===== config.mk =====
export PLATFORM = sky130hd
export DESIGN_NAME = ccp_standard_pwm
export DESIGN_NICKNAME = d
export VERILOG_FILES = /design/src/core/pwm_pkg.sv /design/src/core/ccp_standard_pwm.sv
export VERILOG_INCLUDE_DIRS = /design/src /design/src/core
export SDC_FILE = /design/constraint.sdc
export NUM_CORES = 1
export LEC_CHECK = 0
export BUFFER_PORTS_ARGS = -buffer_cell sky130_fd_sc_hd__buf_2
export CAP_MARGIN = 15
export CORE_MARGIN = 2
export CORE_UTILIZATION = 40
export CTS_BUF_LIST = sky130_fd_sc_hd__clkbuf_8
export CTS_CLUSTER_DIAMETER = 150
export CTS_CLUSTER_SIZE = 14
export DETAILED_ROUTE_END_ITERATION = 7
export PLACE_DENSITY = 0.61
export SLEW_MARGIN = 25
export SYNTH_ARGS = -nofsm -noshare
export SYNTH_HDL_FRONTEND = slang
export SYNTH_SLANG_ARGS = --single-unit

===== constraint.sdc =====
create_clock -name clk_sys -period 6.25 [get_ports clk_sys]
set_input_delay 1.5625 -clock clk_sys [delete_from_list [all_inputs] [get_ports clk_sys]]
set_output_delay 1.5625 -clock clk_sys [all_outputs]
set_load 0.01 [all_outputs]

===== src/core/pwm_consts.svh =====
// Register offsets, field positions, reset values and timing counts of the standard PWM channel.
`ifndef PWM_CONSTS_SVH
`define PWM_CONSTS_SVH

// ---------------------------------------------------------------------------
// Register byte offsets
// ---------------------------------------------------------------------------
`define OFS_CHANNEL_CONTROL   6'h00
`define OFS_DUTY_LOW_BUFFER   6'h04
`define OFS_DUTY_ACTIVE_COPY  6'h08
`define OFS_PERIOD_LIMIT      6'h0C
`define OFS_PERIOD_TIMER_CTRL 6'h10
`define OFS_TIMER_SELECT      6'h14
`define OFS_PIN_DIRECTION     6'h18
`define OFS_INTERRUPT_REQUEST 6'h1C
`define OFS_PERIOD_TIMER_CNT  6'h20
`define OFS_CHANNEL_STATUS    6'h24

// ---------------------------------------------------------------------------
// Field positions
// ---------------------------------------------------------------------------
`define CTRL_MODE_LSB         0
`define CTRL_MODE_MSB         3
`define CTRL_FRAC_LSB         4
`define CTRL_FRAC_MSB         5
`define TCTRL_PSC_LSB         0
`define TCTRL_PSC_MSB         1
`define TCTRL_RUN_BIT         2
`define TCTRL_POST_LSB        3
`define TCTRL_POST_MSB        6
`define PWM_MODE_CODE         2'b11

// ---------------------------------------------------------------------------
// Reset values
// ---------------------------------------------------------------------------
`define RST_CHANNEL_CONTROL   8'h00
`define RST_DUTY              8'h00
`define RST_PERIOD_LIMIT      8'hFF
`define RST_TIMER_CTRL        8'h00
`define RST_TIMER_SELECT      2'b00
`define RST_PIN_DIRECTION     1'b1

// ---------------------------------------------------------------------------
// Timing counts
// ---------------------------------------------------------------------------
`define OSC_PER_INSTR         4
`define PSC_DIV_1             1
`define PSC_DIV_4             4
`define PSC_DIV_16            16

`endif


===== src/core/pwm_pkg.sv =====
// Types shared by the standard PWM channel.
package pwm_pkg;

  typedef enum logic [1:0] {
    PSC_1_TO_1  = 2'b00,
    PSC_1_TO_4  = 2'b01,
    PSC_1_TO_16 = 2'b10,
    PSC_1_TO_16B = 2'b11
  } prescale_type;

  typedef logic [3:0] timer_id_type;

endpackage : pwm_pkg


===== src/core/ccp_standard_pwm.sv =====
// Standard 10-bit PWM channel with its period timer and an Avalon-MM register slave.
`timescale 1ns/100ps
`include "pwm_consts.svh"
// Function
// - Drive pulse-width waveform, 10-bit duty resolution.
// - Pin driven only while direction bit clear.
// - Control register zero releases the pin.
// - Time base is timer count plus two bits.
// - Active duty copy read-only in PWM mode.
// - Timer select field only names permitted timer; one period timer serves all.
// - Period is limit plus one, times four, prescale.
// - Count at limit restarts at zero next increment.
// - Pin set at period start unless duty zero.
// - Buffered duty loads active copy at restart.
// - Postscaler has no effect on period.
// - Duty is low buffer plus two fraction bits.
// - Duty updates take effect after period match.
// - High time is duty times prescaled clock.
// - Low bits from quarter counter at 1:1.
// - Pin cleared when time base equals duty.
// - Active copy and fraction latch double buffer.
// - Duty beyond period leaves pin unchanged.
module ccp_standard_pwm
  import pwm_pkg::*;
#(
  parameter int CHANNEL = 1
) (
  input  wire logic        clk_sys,
  input  wire logic        rstn,
  input  wire logic [5:0]  avs_address,
  input  wire logic        avs_read,
  input  wire logic        avs_write,
  input  wire logic [31:0] avs_writedata,
  input  wire logic [3:0]  avs_byteenable,
  output logic      [31:0] avs_readdata,
  output logic             avs_waitrequest,
  output logic             pwm_output_pin,
  output logic             pwm_output_pin_oe
);

  // ---------------------------------------------------------------------------
  // Elaboration checks
  // ---------------------------------------------------------------------------
  if (CHANNEL < 1 || CHANNEL > 10) begin : g_bad_channel
    $error("CHANNEL must lie between 1 and 10");
  end

  if (`OSC_PER_INSTR * `PSC_DIV_16 > 64) begin : g_bad_prescale
    $error("Prescaler counter is too narrow for the largest division");
  end

  // Maps the select field onto the timer number allowed for this channel.
  function automatic timer_id_type timer_of(input logic [1:0] sel);
    timer_id_type second;
    timer_id_type third;
    second = (CHANNEL <= 4) ? 4'd4 : (CHANNEL <= 7) ? 4'd6 : 4'd8;
    third  = (CHANNEL <= 4) ? 4'd6 : (CHANNEL <= 7) ? 4'd8 : 4'd10;
    case (sel)
      2'b00:   timer_of = 4'd2;
      2'b01:   timer_of = second;
      2'b10:   timer_of = third;
      default: timer_of = 4'd2;
    endcase
  endfunction : timer_of

  // Last prescaler value before a timer increment: oscillator periods per step minus one.
  function automatic logic [5:0] wrap_of(input prescale_type p);
    case (p)
      PSC_1_TO_1: wrap_of = 6'(`OSC_PER_INSTR * `PSC_DIV_1 - 1);
      PSC_1_TO_4: wrap_of = 6'(`OSC_PER_INSTR * `PSC_DIV_4 - 1);
      default:    wrap_of = 6'(`OSC_PER_INSTR * `PSC_DIV_16 - 1);
    endcase
  endfunction : wrap_of

  // ---------------------------------------------------------------------------
  // Registers
  // ---------------------------------------------------------------------------
  logic [7:0]  channel_control_r;
  logic [7:0]  duty_low_buffer_r;
  logic [7:0]  duty_active_copy_r;
  logic [1:0]  frac_latch_r;
  logic [7:0]  period_limit_r;
  logic [7:0]  period_timer_control_r;
  logic [1:0]  timer_source_select_r;
  logic        pin_direction_bit_r;
  logic        timer_match_flag_r;
  logic [7:0]  period_timer_count_r;
  logic [5:0]  psc_r;
  logic        out_r;
  logic [31:0] readdata_r;
  logic        waitrequest_r;

  logic        pwm_mode;
  logic        ctrl_zero;
  logic        timer_run;
  logic        inc;
  logic        restart;
  logic        wr_fire;
  logic        take;
  logic        wr_lane0;
  logic [7:0]  wr_byte;
  logic [1:0]  low_bits;
  logic [9:0]  time_base;
  logic [9:0]  duty_active;
  logic [9:0]  duty_next;
  logic [31:0] rd_mux;
  prescale_type psc_sel;

  assign pwm_mode  = channel_control_r[`CTRL_MODE_MSB -: 2] == `PWM_MODE_CODE;
  assign ctrl_zero = channel_control_r == 8'h00;
  assign timer_run = period_timer_control_r[`TCTRL_RUN_BIT];
  assign psc_sel   = prescale_type'(period_timer_control_r[`TCTRL_PSC_MSB:`TCTRL_PSC_LSB]);
  // The postscaler field is stored for software only and never reaches the timer.
  assign inc       = timer_run && (psc_r == wrap_of(psc_sel));
  assign restart   = inc && (period_timer_count_r == period_limit_r);
  assign wr_fire   = avs_write && !waitrequest_r;
  assign wr_lane0  = wr_fire && avs_byteenable[0];
  assign wr_byte   = avs_writedata[7:0];
  // An access is taken on the edge at which it meets a raised waitrequest.
  assign take      = (avs_read || avs_write) && waitrequest_r;

  // ---------------------------------------------------------------------------
  // Bus decode
  // ---------------------------------------------------------------------------
  // True when a completed write with lane 0 enabled targets the given offset.
  function automatic logic wr_hit(input logic [5:0] ofs);
    wr_hit = wr_lane0 && (avs_address == ofs);
  endfunction : wr_hit

  // ---------------------------------------------------------------------------
  // Time base and compare
  // ---------------------------------------------------------------------------
  // At 1:1 the quarter-cycle counter is the prescaler itself, so both sources share psc_r.
  always_comb begin
    case (psc_sel)
      PSC_1_TO_1: low_bits = psc_r[1:0];
      PSC_1_TO_4: low_bits = psc_r[3:2];
      default:    low_bits = psc_r[5:4];
    endcase
  end

  assign time_base   = {period_timer_count_r, low_bits};
  assign duty_active = {duty_active_copy_r, frac_latch_r};
  assign duty_next   = {duty_low_buffer_r, channel_control_r[`CTRL_FRAC_MSB:`CTRL_FRAC_LSB]};

  // ---------------------------------------------------------------------------
  // Prescaler and period timer
  // ---------------------------------------------------------------------------
  // A software load of the count also clears the prescaler, so the new count starts on a whole step.
  always_ff @(posedge clk_sys or negedge rstn) begin
    if (!rstn) begin
      psc_r <= 6'h00;
    end else if (wr_hit(`OFS_PERIOD_TIMER_CNT)) begin
      psc_r <= 6'h00;
    end else if (inc) begin
      psc_r <= 6'h00;
    end else if (timer_run) begin
      psc_r <= psc_r + 6'h01;
    end
  end

  always_ff @(posedge clk_sys or negedge rstn) begin
    if (!rstn) begin
      period_timer_count_r <= 8'h00;
    end else if (wr_hit(`OFS_PERIOD_TIMER_CNT)) begin
      period_timer_count_r <= wr_byte;
    end else if (restart) begin
      period_timer_count_r <= 8'h00;
    end else if (inc) begin
      period_timer_count_r <= period_timer_count_r + 8'h01;
    end
  end

  // Hardware set wins over a software clear in the same cycle.
  always_ff @(posedge clk_sys or negedge rstn) begin
    if (!rstn) begin
      timer_match_flag_r <= 1'b0;
    end else if (restart) begin
      timer_match_flag_r <= 1'b1;
    end else if (wr_hit(`OFS_INTERRUPT_REQUEST)) begin
      timer_match_flag_r <= wr_byte[0];
    end
  end

  // ---------------------------------------------------------------------------
  // Duty double buffer
  // ---------------------------------------------------------------------------
  // Outside PWM mode the active copy is a plain register; in PWM mode only the restart loads it.
  always_ff @(posedge clk_sys or negedge rstn) begin
    if (!rstn) begin
      duty_active_copy_r <= `RST_DUTY;
    end else if (pwm_mode && restart) begin
      duty_active_copy_r <= duty_next[9:2];
    end else if (!pwm_mode && wr_hit(`OFS_DUTY_ACTIVE_COPY)) begin
      duty_active_copy_r <= wr_byte;
    end
  end

  // The fraction latch takes no writes, so a half-written duty never reaches the compare.
  always_ff @(posedge clk_sys or negedge rstn) begin
    if (!rstn) begin
      frac_latch_r <= 2'b00;
    end else if (pwm_mode && restart) begin
      frac_latch_r <= duty_next[1:0];
    end
  end

  // ---------------------------------------------------------------------------
  // Output waveform
  // ---------------------------------------------------------------------------
  always_ff @(posedge clk_sys or negedge rstn) begin
    if (!rstn) begin
      out_r <= 1'b0;
    end else if (!pwm_mode) begin
      out_r <= 1'b0;
    end else if (restart) begin
      out_r <= duty_next != 10'h000;
    end else if (time_base == duty_active) begin
      // A duty beyond the period never matches, so the level simply holds.
      out_r <= 1'b0;
    end
  end

  // ---------------------------------------------------------------------------
  // Pin drive
  // ---------------------------------------------------------------------------
  // The pin falls in the very cycle in which the time base reaches the duty, which makes the
  // high time exactly duty steps long; out_r only remembers that the match has passed.
  always_ff @(posedge clk_sys or negedge rstn) begin
    if (!rstn) begin
      pwm_output_pin <= 1'b0;
    end else begin
      pwm_output_pin <= out_r && (time_base != duty_active);
    end
  end

  always_ff @(posedge clk_sys or negedge rstn) begin
    if (!rstn) begin
      pwm_output_pin_oe <= 1'b0;
    end else begin
      pwm_output_pin_oe <= pwm_mode && !ctrl_zero && !pin_direction_bit_r;
    end
  end

  // ---------------------------------------------------------------------------
  // Software registers
  // ---------------------------------------------------------------------------
  // Bits that have no storage read back as zero, except the timer number beside the select field and the pwm_mode bit of the status register.
  always_ff @(posedge clk_sys or negedge rstn) begin
    if (!rstn) begin
      channel_control_r <= `RST_CHANNEL_CONTROL;
    end else if (wr_hit(`OFS_CHANNEL_CONTROL)) begin
      channel_control_r <= {2'b00, wr_byte[5:0]};
    end
  end

  always_ff @(posedge clk_sys or negedge rstn) begin
    if (!rstn) begin
      duty_low_buffer_r <= `RST_DUTY;
    end else if (wr_hit(`OFS_DUTY_LOW_BUFFER)) begin
      duty_low_buffer_r <= wr_byte;
    end
  end

  always_ff @(posedge clk_sys or negedge rstn) begin
    if (!rstn) begin
      period_limit_r <= `RST_PERIOD_LIMIT;
    end else if (wr_hit(`OFS_PERIOD_LIMIT)) begin
      period_limit_r <= wr_byte;
    end
  end

  always_ff @(posedge clk_sys or negedge rstn) begin
    if (!rstn) begin
      period_timer_control_r <= `RST_TIMER_CTRL;
    end else if (wr_hit(`OFS_PERIOD_TIMER_CTRL)) begin
      period_timer_control_r <= {1'b0, wr_byte[6:0]};
    end
  end

  // The select only names a timer; one period timer serves every choice.
  always_ff @(posedge clk_sys or negedge rstn) begin
    if (!rstn) begin
      timer_source_select_r <= `RST_TIMER_SELECT;
    end else if (wr_hit(`OFS_TIMER_SELECT)) begin
      timer_source_select_r <= wr_byte[1:0];
    end
  end

  always_ff @(posedge clk_sys or negedge rstn) begin
    if (!rstn) begin
      pin_direction_bit_r <= `RST_PIN_DIRECTION;
    end else if (wr_hit(`OFS_PIN_DIRECTION)) begin
      pin_direction_bit_r <= wr_byte[0];
    end
  end

  // ---------------------------------------------------------------------------
  // Avalon-MM slave: one wait cycle, then the access completes
  // ---------------------------------------------------------------------------
  always_comb begin
    rd_mux = 32'h0000_0000;
    case (avs_address)
      `OFS_CHANNEL_CONTROL:   rd_mux[7:0] = channel_control_r;
      `OFS_DUTY_LOW_BUFFER:   rd_mux[7:0] = duty_low_buffer_r;
      `OFS_DUTY_ACTIVE_COPY:  rd_mux[7:0] = duty_active_copy_r;
      `OFS_PERIOD_LIMIT:      rd_mux[7:0] = period_limit_r;
      `OFS_PERIOD_TIMER_CTRL: rd_mux[7:0] = period_timer_control_r;
      `OFS_TIMER_SELECT:      rd_mux[7:0] = {2'b00, timer_of(timer_source_select_r), timer_source_select_r};
      `OFS_PIN_DIRECTION:     rd_mux[0]   = pin_direction_bit_r;
      `OFS_INTERRUPT_REQUEST: rd_mux[0]   = timer_match_flag_r;
      `OFS_PERIOD_TIMER_CNT:  rd_mux[7:0] = period_timer_count_r;
      `OFS_CHANNEL_STATUS:    rd_mux[3:0] = {frac_latch_r, pwm_mode, out_r};
      default:                rd_mux      = 32'h0000_0000;
    endcase
  end

  // Waitrequest idles high and drops for one cycle, so every access costs exactly two cycles.
  always_ff @(posedge clk_sys or negedge rstn) begin
    if (!rstn) begin
      waitrequest_r <= 1'b1;
    end else if (take) begin
      waitrequest_r <= 1'b0;
    end else begin
      waitrequest_r <= 1'b1;
    end
  end

  // Read data is captured at the take edge and stands through the answer cycle.
  always_ff @(posedge clk_sys or negedge rstn) begin
    if (!rstn) begin
      readdata_r <= 32'h0000_0000;
    end else if (take) begin
      readdata_r <= avs_read ? rd_mux : 32'h0000_0000;
    end
  end

  assign avs_waitrequest = waitrequest_r;
  assign avs_readdata    = readdata_r;

endmodule : ccp_standard_pwm


==> results of run 1 <==
[stage by stage]
stage / utilization / cells
floorplan: - / 397
global placement: 0.430 / 513
detailed placement: 0.430 / 513
CTS: 0.459 / 529
global route: 0.460 / 529
finish: 0.460 / 529
[logic make-up (layout without fill, tap and decap cells)]
| kind of cell | Yosys count | after routing | synth area share |
|---|---|---|---|
| xor+xnor | 21 | 21 | 0.0475 |
| simple gates | 110 | 110 | 0.150 |
| mux | 39 | 39 | 0.115 |
| buf+inv | 47 | 50 | 0.0729 |
| compound gates | 84 | 84 | 0.155 |
| flops | 69 | 69 | 0.449 |
| fa+ha+maj | 3 | 3 | 0.00968 |
| other cells | 1 | 24 | 0.000967 |
[power groups by stage]
stage | combinational (uW) | clock (uW) | sequential [uW]
3_5_place_dp | 129 | 0 | 533
6_report | 129 | 488 | 526
3_3_place_gp | 125 | 0 | 532
2_1_floorplan | 108 | 0 | 514
4_1_cts | 129 | 497 | 525
5_1_grt | 147 | 515 | 531
[how the worst max path moves through the flow]
stage | startpoint | to | slack [ns] | cells after the start
4_1_cts | avs_address[4] | duty_active_copy_r[3] | 2.70 | 6
2_1_floorplan | avs_address[4] | duty_active_copy_r[0] | 2.99 | 6
6_report | avs_address[4] | duty_active_copy_r[3] | 2.64 | 6
3_3_place_gp | avs_address[4] | duty_active_copy_r[2] | 2.39 | 6
5_1_grt | avs_address[4] | duty_active_copy_r[3] | 2.41 | 6
3_5_place_dp | avs_address[4] | duty_active_copy_r[3] | 2.35 | 6
[per-layer routing]
metal  routed length (um)  vias to the layer above  part of all wire
li1                     -                     1377                 -
met1                 4410                     1488              0.46
met2                 4310                      110              0.45
met3                  673                       22             0.070
met4                  172                        0             0.018
met5                    0                        -                 0
[final cells by class]
| type | instances | area (um2) | share of cell area |
|---|---|---|---|
| sequential | 69 | 1740 | 0.406 |
| inverter | 4 | 15.0 | 0.00350 |
| clock buffer | 10 | 138 | 0.0321 |
| clock inverter | 6 | 134 | 0.0312 |
| multi-input combinational | 281 | 1950 | 0.454 |
| tap | 129 | 161 | 0.0377 |
| timing repair buffer | 30 | 153 | 0.0356 |
[cell usage in the layout (no fill, tap or decap), drive strengths merged, types with 6 or more instances in the layout]
cell	instances
clkbuf	10
a21oi	14
nor4	8
o21ai	14
mux2	34
dfstp	10
nor2	16
and3	6
conb	24
nand2	33
a21o	13
nor3	11
xor2	21
nand3	13
a22o	8
a22oi	9
dfrtp	59
buf	30
[state kept, by name, summed over array words and instances (netlist names)]
| register | cells |
|---|---|
| timer_match_flag_r | 1 |
| duty_active_copy_r | 8 |
| avs_readdata | 8 |
| pwm_output_pin_oe | 1 |
| frac_latch_r | 2 |
| period_limit_r | 8 |
| psc_r | 6 |
| pwm_output_pin | 1 |
| channel_control_r | 6 |
| avs_waitrequest | 1 |
| timer_source_select_r | 2 |
| duty_low_buffer_r | 8 |
| out_r | 1 |
| pin_direction_bit_r | 1 |
| period_timer_control_r | 7 |
| period_timer_count_r | 8 |
==> reports/summary.txt, run 1 <==
fraction of layout cells with a size suffix above 1: 0.230
r2r startpoint: period_timer_control_r[1]
Crit Path Category: input pin to flip-flop
Inserted Clock Buffers: 9
Core Rows: 35
Req. time, crit path: 6.49 ns
Flop pwr share: 0.461
reg2reg path depth: 5
switching share of power: 0.255
RSZ-0062 raised after global routing: false
DR vias/cell: 5.67
WL per Instance: 18.1 um
CTS tree: yes
crit start category: input pin
largest net degree at the start of global routing: 70
status: complete, no violations
first-pass GRT wire length: 15,200 um
I/O Buffers: 29
Setup Buffers After CTS: 0
Worst Tran Pin Value: 0.873 ns
delay-heaviest family, CP: simple AND/OR/NAND/NOR gates
initial core utilization: 0.416
CP Capture Type: flip-flop
layout net count: 444
met2 Use GR: 0.276
post-cts hold buffer count: 0
Fin Setup TNS: 0 ns
FF+latch count, synth: 69
Period minus WS final: 3.61 ns
Hold Path End: avs_readdata[6]
predominant post-synthesis flop cell: dfrtp_1
count leader, synth: dfrtp_1
CTS sink cnt: 69
Buf+Inv Stages, Crit Path: 1
relative slew slack: 0.418
count of cell types in the netlist: 56
Hold Slack: 0.477 ns
hold_sp: avs_readdata[6]
design area: 0.00429 mm2
synth top area cells: dfrtp_1 (38%), mux2_2 (7.3%), dfstp_2 (6.8%)
placed cell areas: 0.00401 mm2
Via Count: 2,997
Die Height: 102 um
FMAX: 0.277 GHz
routed wire length: 9570 um
Setup WS pre-CTS: 2.35 ns
sequential element share of the synthesized area: 0.449
IO Pins: 81
crit share post-route: 0.577
core region area: 0.00933 mm2
Worst Path Max Fanout: 9
Clock Latency Late Sink: 0.35 ns
CTS HTree Levels: 3
HP Class: flip-flop to flip-flop
R2R Setup Slk: 3.45 ns
initial DRC count: 150
NetSw: 292 uW
critical path arrival: 3.85 ns
# DRC: 0
initial antenna violation count: 0
leading area contributor after synthesis: dfrtp_1
vias in the first global route: 2,775
Yosys warning total: 0
slowest CP cell: or4_1
Mapped Cells: 374
max-cap violations: 0
overall power: 1140 uW
EDFF count, synth: 0
met1 Use GR: 0.279
DP HPWL: 6750 um
average size of a mapped cell: 10.4 um2
Diodes inserted: 0
clk slew on worst S/H paths: 0.08 ns
final setup vio count: 0
Hold Crit Depth: 1
Pwr per Cell Area: 267 mW/mm2
capturing point of the worst reg2reg path: duty_active_copy_r[3]
die outline width: 102 um
fin. max-slew vios: 0
gr ovfl total: 0
Worst path max stage delay: 0.62 ns
Hold Fails Final Rpt: 0
Max VDD drop: 143 uV
TritonRoute pass-1 iters: 6
clock network power share: 0.427
Synth Cell Area: 0.00388 mm2
crit-path cells: buf_2 > or4_1 > nor3_2 > and3_1 > nor2_1 > a21o_1
Int Pwr: 851 uW
combinational share of power: 0.113
aggregate global-route resource usage: 0.192
grt met3 use: 0.0513
Synth top area share: 0.381
CTS resizes: 0
GRT Max-Usage Layer: met1
skew final: 0.00664 ns
fillers: 897
leakage power: 0.00209 uW
Final ANT Viol Nets: 0
Bufs on Longest Clock Path: 2
Root Driver: clkbuf_8
die area: 0.0105 mm2
synth cell count leaders: dfrtp_1 (59), nand2_1 (33), mux2_2 (25)
Syn-to-layout area delta: 10.6%
Placer Congestion: 0.907
Async S/R FF share, synth: 1.00
Final WS setup: 2.64 ns
Note: power is estimated with default switching activity, not from simulation.
==> run 2: changes to the inputs <==
Clock period 6.25 ns to 3.6 ns, I/O delays scaled along.
==> reports/summary.txt, run 2 (synthesis results as in run 1) <==
most frequent cells in the layout: dfrtp_1 (59), nand2_1 (33), buf_2 (29)
Hold Fails Final Rpt: 0
largest net degree at the start of global routing: 25
R2R Setup Slk: 0.96 ns
Hold Path End: avs_readdata[5]
capturing point of the worst reg2reg path: duty_active_copy_r[2]
Period minus WS final: 2.64 ns
clk slew on worst S/H paths: 0.07 ns
Placer Congestion: 0.888
clock network power share: 0.362
CTS tree: yes
core region area: 0.00933 mm2
fillers: 894
reg2reg path depth: 6
leakage power: 0.00208 uW
commonest non-fill, non-tap cell in the layout: dfrtp_1
Bufs on Longest Clock Path: 2
CP Capture Type: flip-flop
Fin Setup TNS: 0 ns
hold_sp: avs_readdata[5]
Worst Tran Pin Value: 0.948 ns
WL per Instance: 17.9 um
post-cts hold buffer count: 0
Setup Buffers After CTS: 0
crit start category: flip-flop
Max VDD drop: 169 uV
initial antenna violation count: 0
Int Pwr: 1270 uW
Req. time, crit path: 3.84 ns
# DRC: 0
fin. max-slew vios: 0
die area: 0.0105 mm2
Flop pwr share: 0.511
FMAX: 0.379 GHz
Inserted Clock Buffers: 9
Worst Path Max Fanout: 17
critical path arrival: 2.87 ns
r2r startpoint: period_timer_control_r[1]
Hold Slack: 0.481 ns
relative slew slack: 0.359
fraction of layout cells with a size suffix above 1: 0.236
NetSw: 514 uW
Die Height: 102 um
Diodes inserted: 0
Via Count: 3,029
Final ANT Viol Nets: 0
skew final: 0.00850 ns
CTS HTree Levels: 3
aggregate global-route resource usage: 0.191
initial core utilization: 0.416
Root Driver: clkbuf_8
initial DRC count: 300
CTS resizes: 0
max-cap violations: 0
DR vias/cell: 5.66
RSZ-0062 raised after global routing: false
switching share of power: 0.289
TritonRoute pass-1 iters: 6
crit share post-route: 0.732
CTS sink cnt: 69
vias in the first global route: 2,796
Hold Crit Depth: 1
Crit Path Category: flip-flop to flip-flop
I/O Buffers: 29
first-pass GRT wire length: 15,200 um
Pwr per Cell Area: 419 mW/mm2
Syn-to-layout area delta: 9.75%
final setup vio count: 0
IO Pins: 81
status: complete, no violations
layout net count: 450
Core Rows: 35
die outline width: 102 um
gr ovfl total: 0
combinational share of power: 0.127
routed wire length: 9590 um
HP Class: flip-flop to flip-flop
Clock Latency Late Sink: 0.35 ns
DP HPWL: 6850 um
run 2: changes by cell type in the layout (fill, tap and decap cells not counted), sizes merged:
cell      change
buf           +6
bufinv        -3
clkinvlp      +2
inv           +2
clkinv        -1
run 2: worst max-delay path: stages (launching register included):
cell	delay (ns)
dfrtp_1	0.47
or4_1	0.54
a221o_1	0.35
buf_4	0.20
and4bb_2	0.51
nor2_1	0.22
a21o_1	0.22
run 2: how the worst max path moves through the flow:
stage / start / to / slack (ns) / cells after the start
after detailed placement: avs_address[5] / period_timer_control_r[3] / 0.70 / 5
after CTS: period_timer_control_r[1] / duty_active_copy_r[2] / 0.97 / 6
final: period_timer_control_r[1] / duty_active_copy_r[2] / 0.96 / 6
after floorplan: avs_address[4] / duty_active_copy_r[0] / 1.00 / 6
after global routing: period_timer_control_r[1] / duty_active_copy_r[2] / 0.85 / 6
after global placement: avs_address[4] / channel_control_r[0] / 0.70 / 5
run 2: routing by layer:
| layer | wire [um] | share of wire | up-vias | track usage |
|---|---|---|---|---|
| met4 | 103 | 0.011 | 0 | 0.0513 |
| met1 | 4400 | 0.46 | 1502 | 0.282 |
| met5 | 0 | 0 | - | 0 |
| met2 | 4420 | 0.46 | 136 | 0.287 |
| li1 | - | - | 1379 | - |
| met3 | 670 | 0.070 | 12 | 0.0383 |
run 2: stage by stage:
stage | area (um2) | setup slack [ns] | instances | util | total power [uW]
after detailed placement | 4050 | 0.703 | 519 | 0.435 | 1150
after floorplan | 3960 | 1.00 | 397 | - | 1080
after global routing | 4250 | 0.848 | 535 | 0.456 | 1870
final | 4250 | 0.964 | 535 | 0.456 | 1780
after global placement | 4050 | 0.701 | 519 | 0.435 | 1140
after CTS | 4250 | 0.974 | 535 | 0.456 | 1800
run 2: cell type report:
| class | instances | area [um2] | share of cell area |
|---|---|---|---|
| clock buffers | 10 | 138 | 0.0324 |
| clock inverters | 6 | 62.6 | 0.0147 |
| inverters | 4 | 15.0 | 0.00353 |
| multi-input cells | 281 | 1940 | 0.456 |
| flip-flops and latches | 69 | 1740 | 0.409 |
| well taps | 129 | 161 | 0.0379 |
| repair buffers | 36 | 198 | 0.0465 |
run 2: power by group through the flow:
stage	logic (uW)	registers [uW]	clock network [uW]
global route	259	919	695
finish	227	911	645
global placement	221	924	0
detailed placement	228	924	0
CTS	229	909	663
floorplan	188	893	0
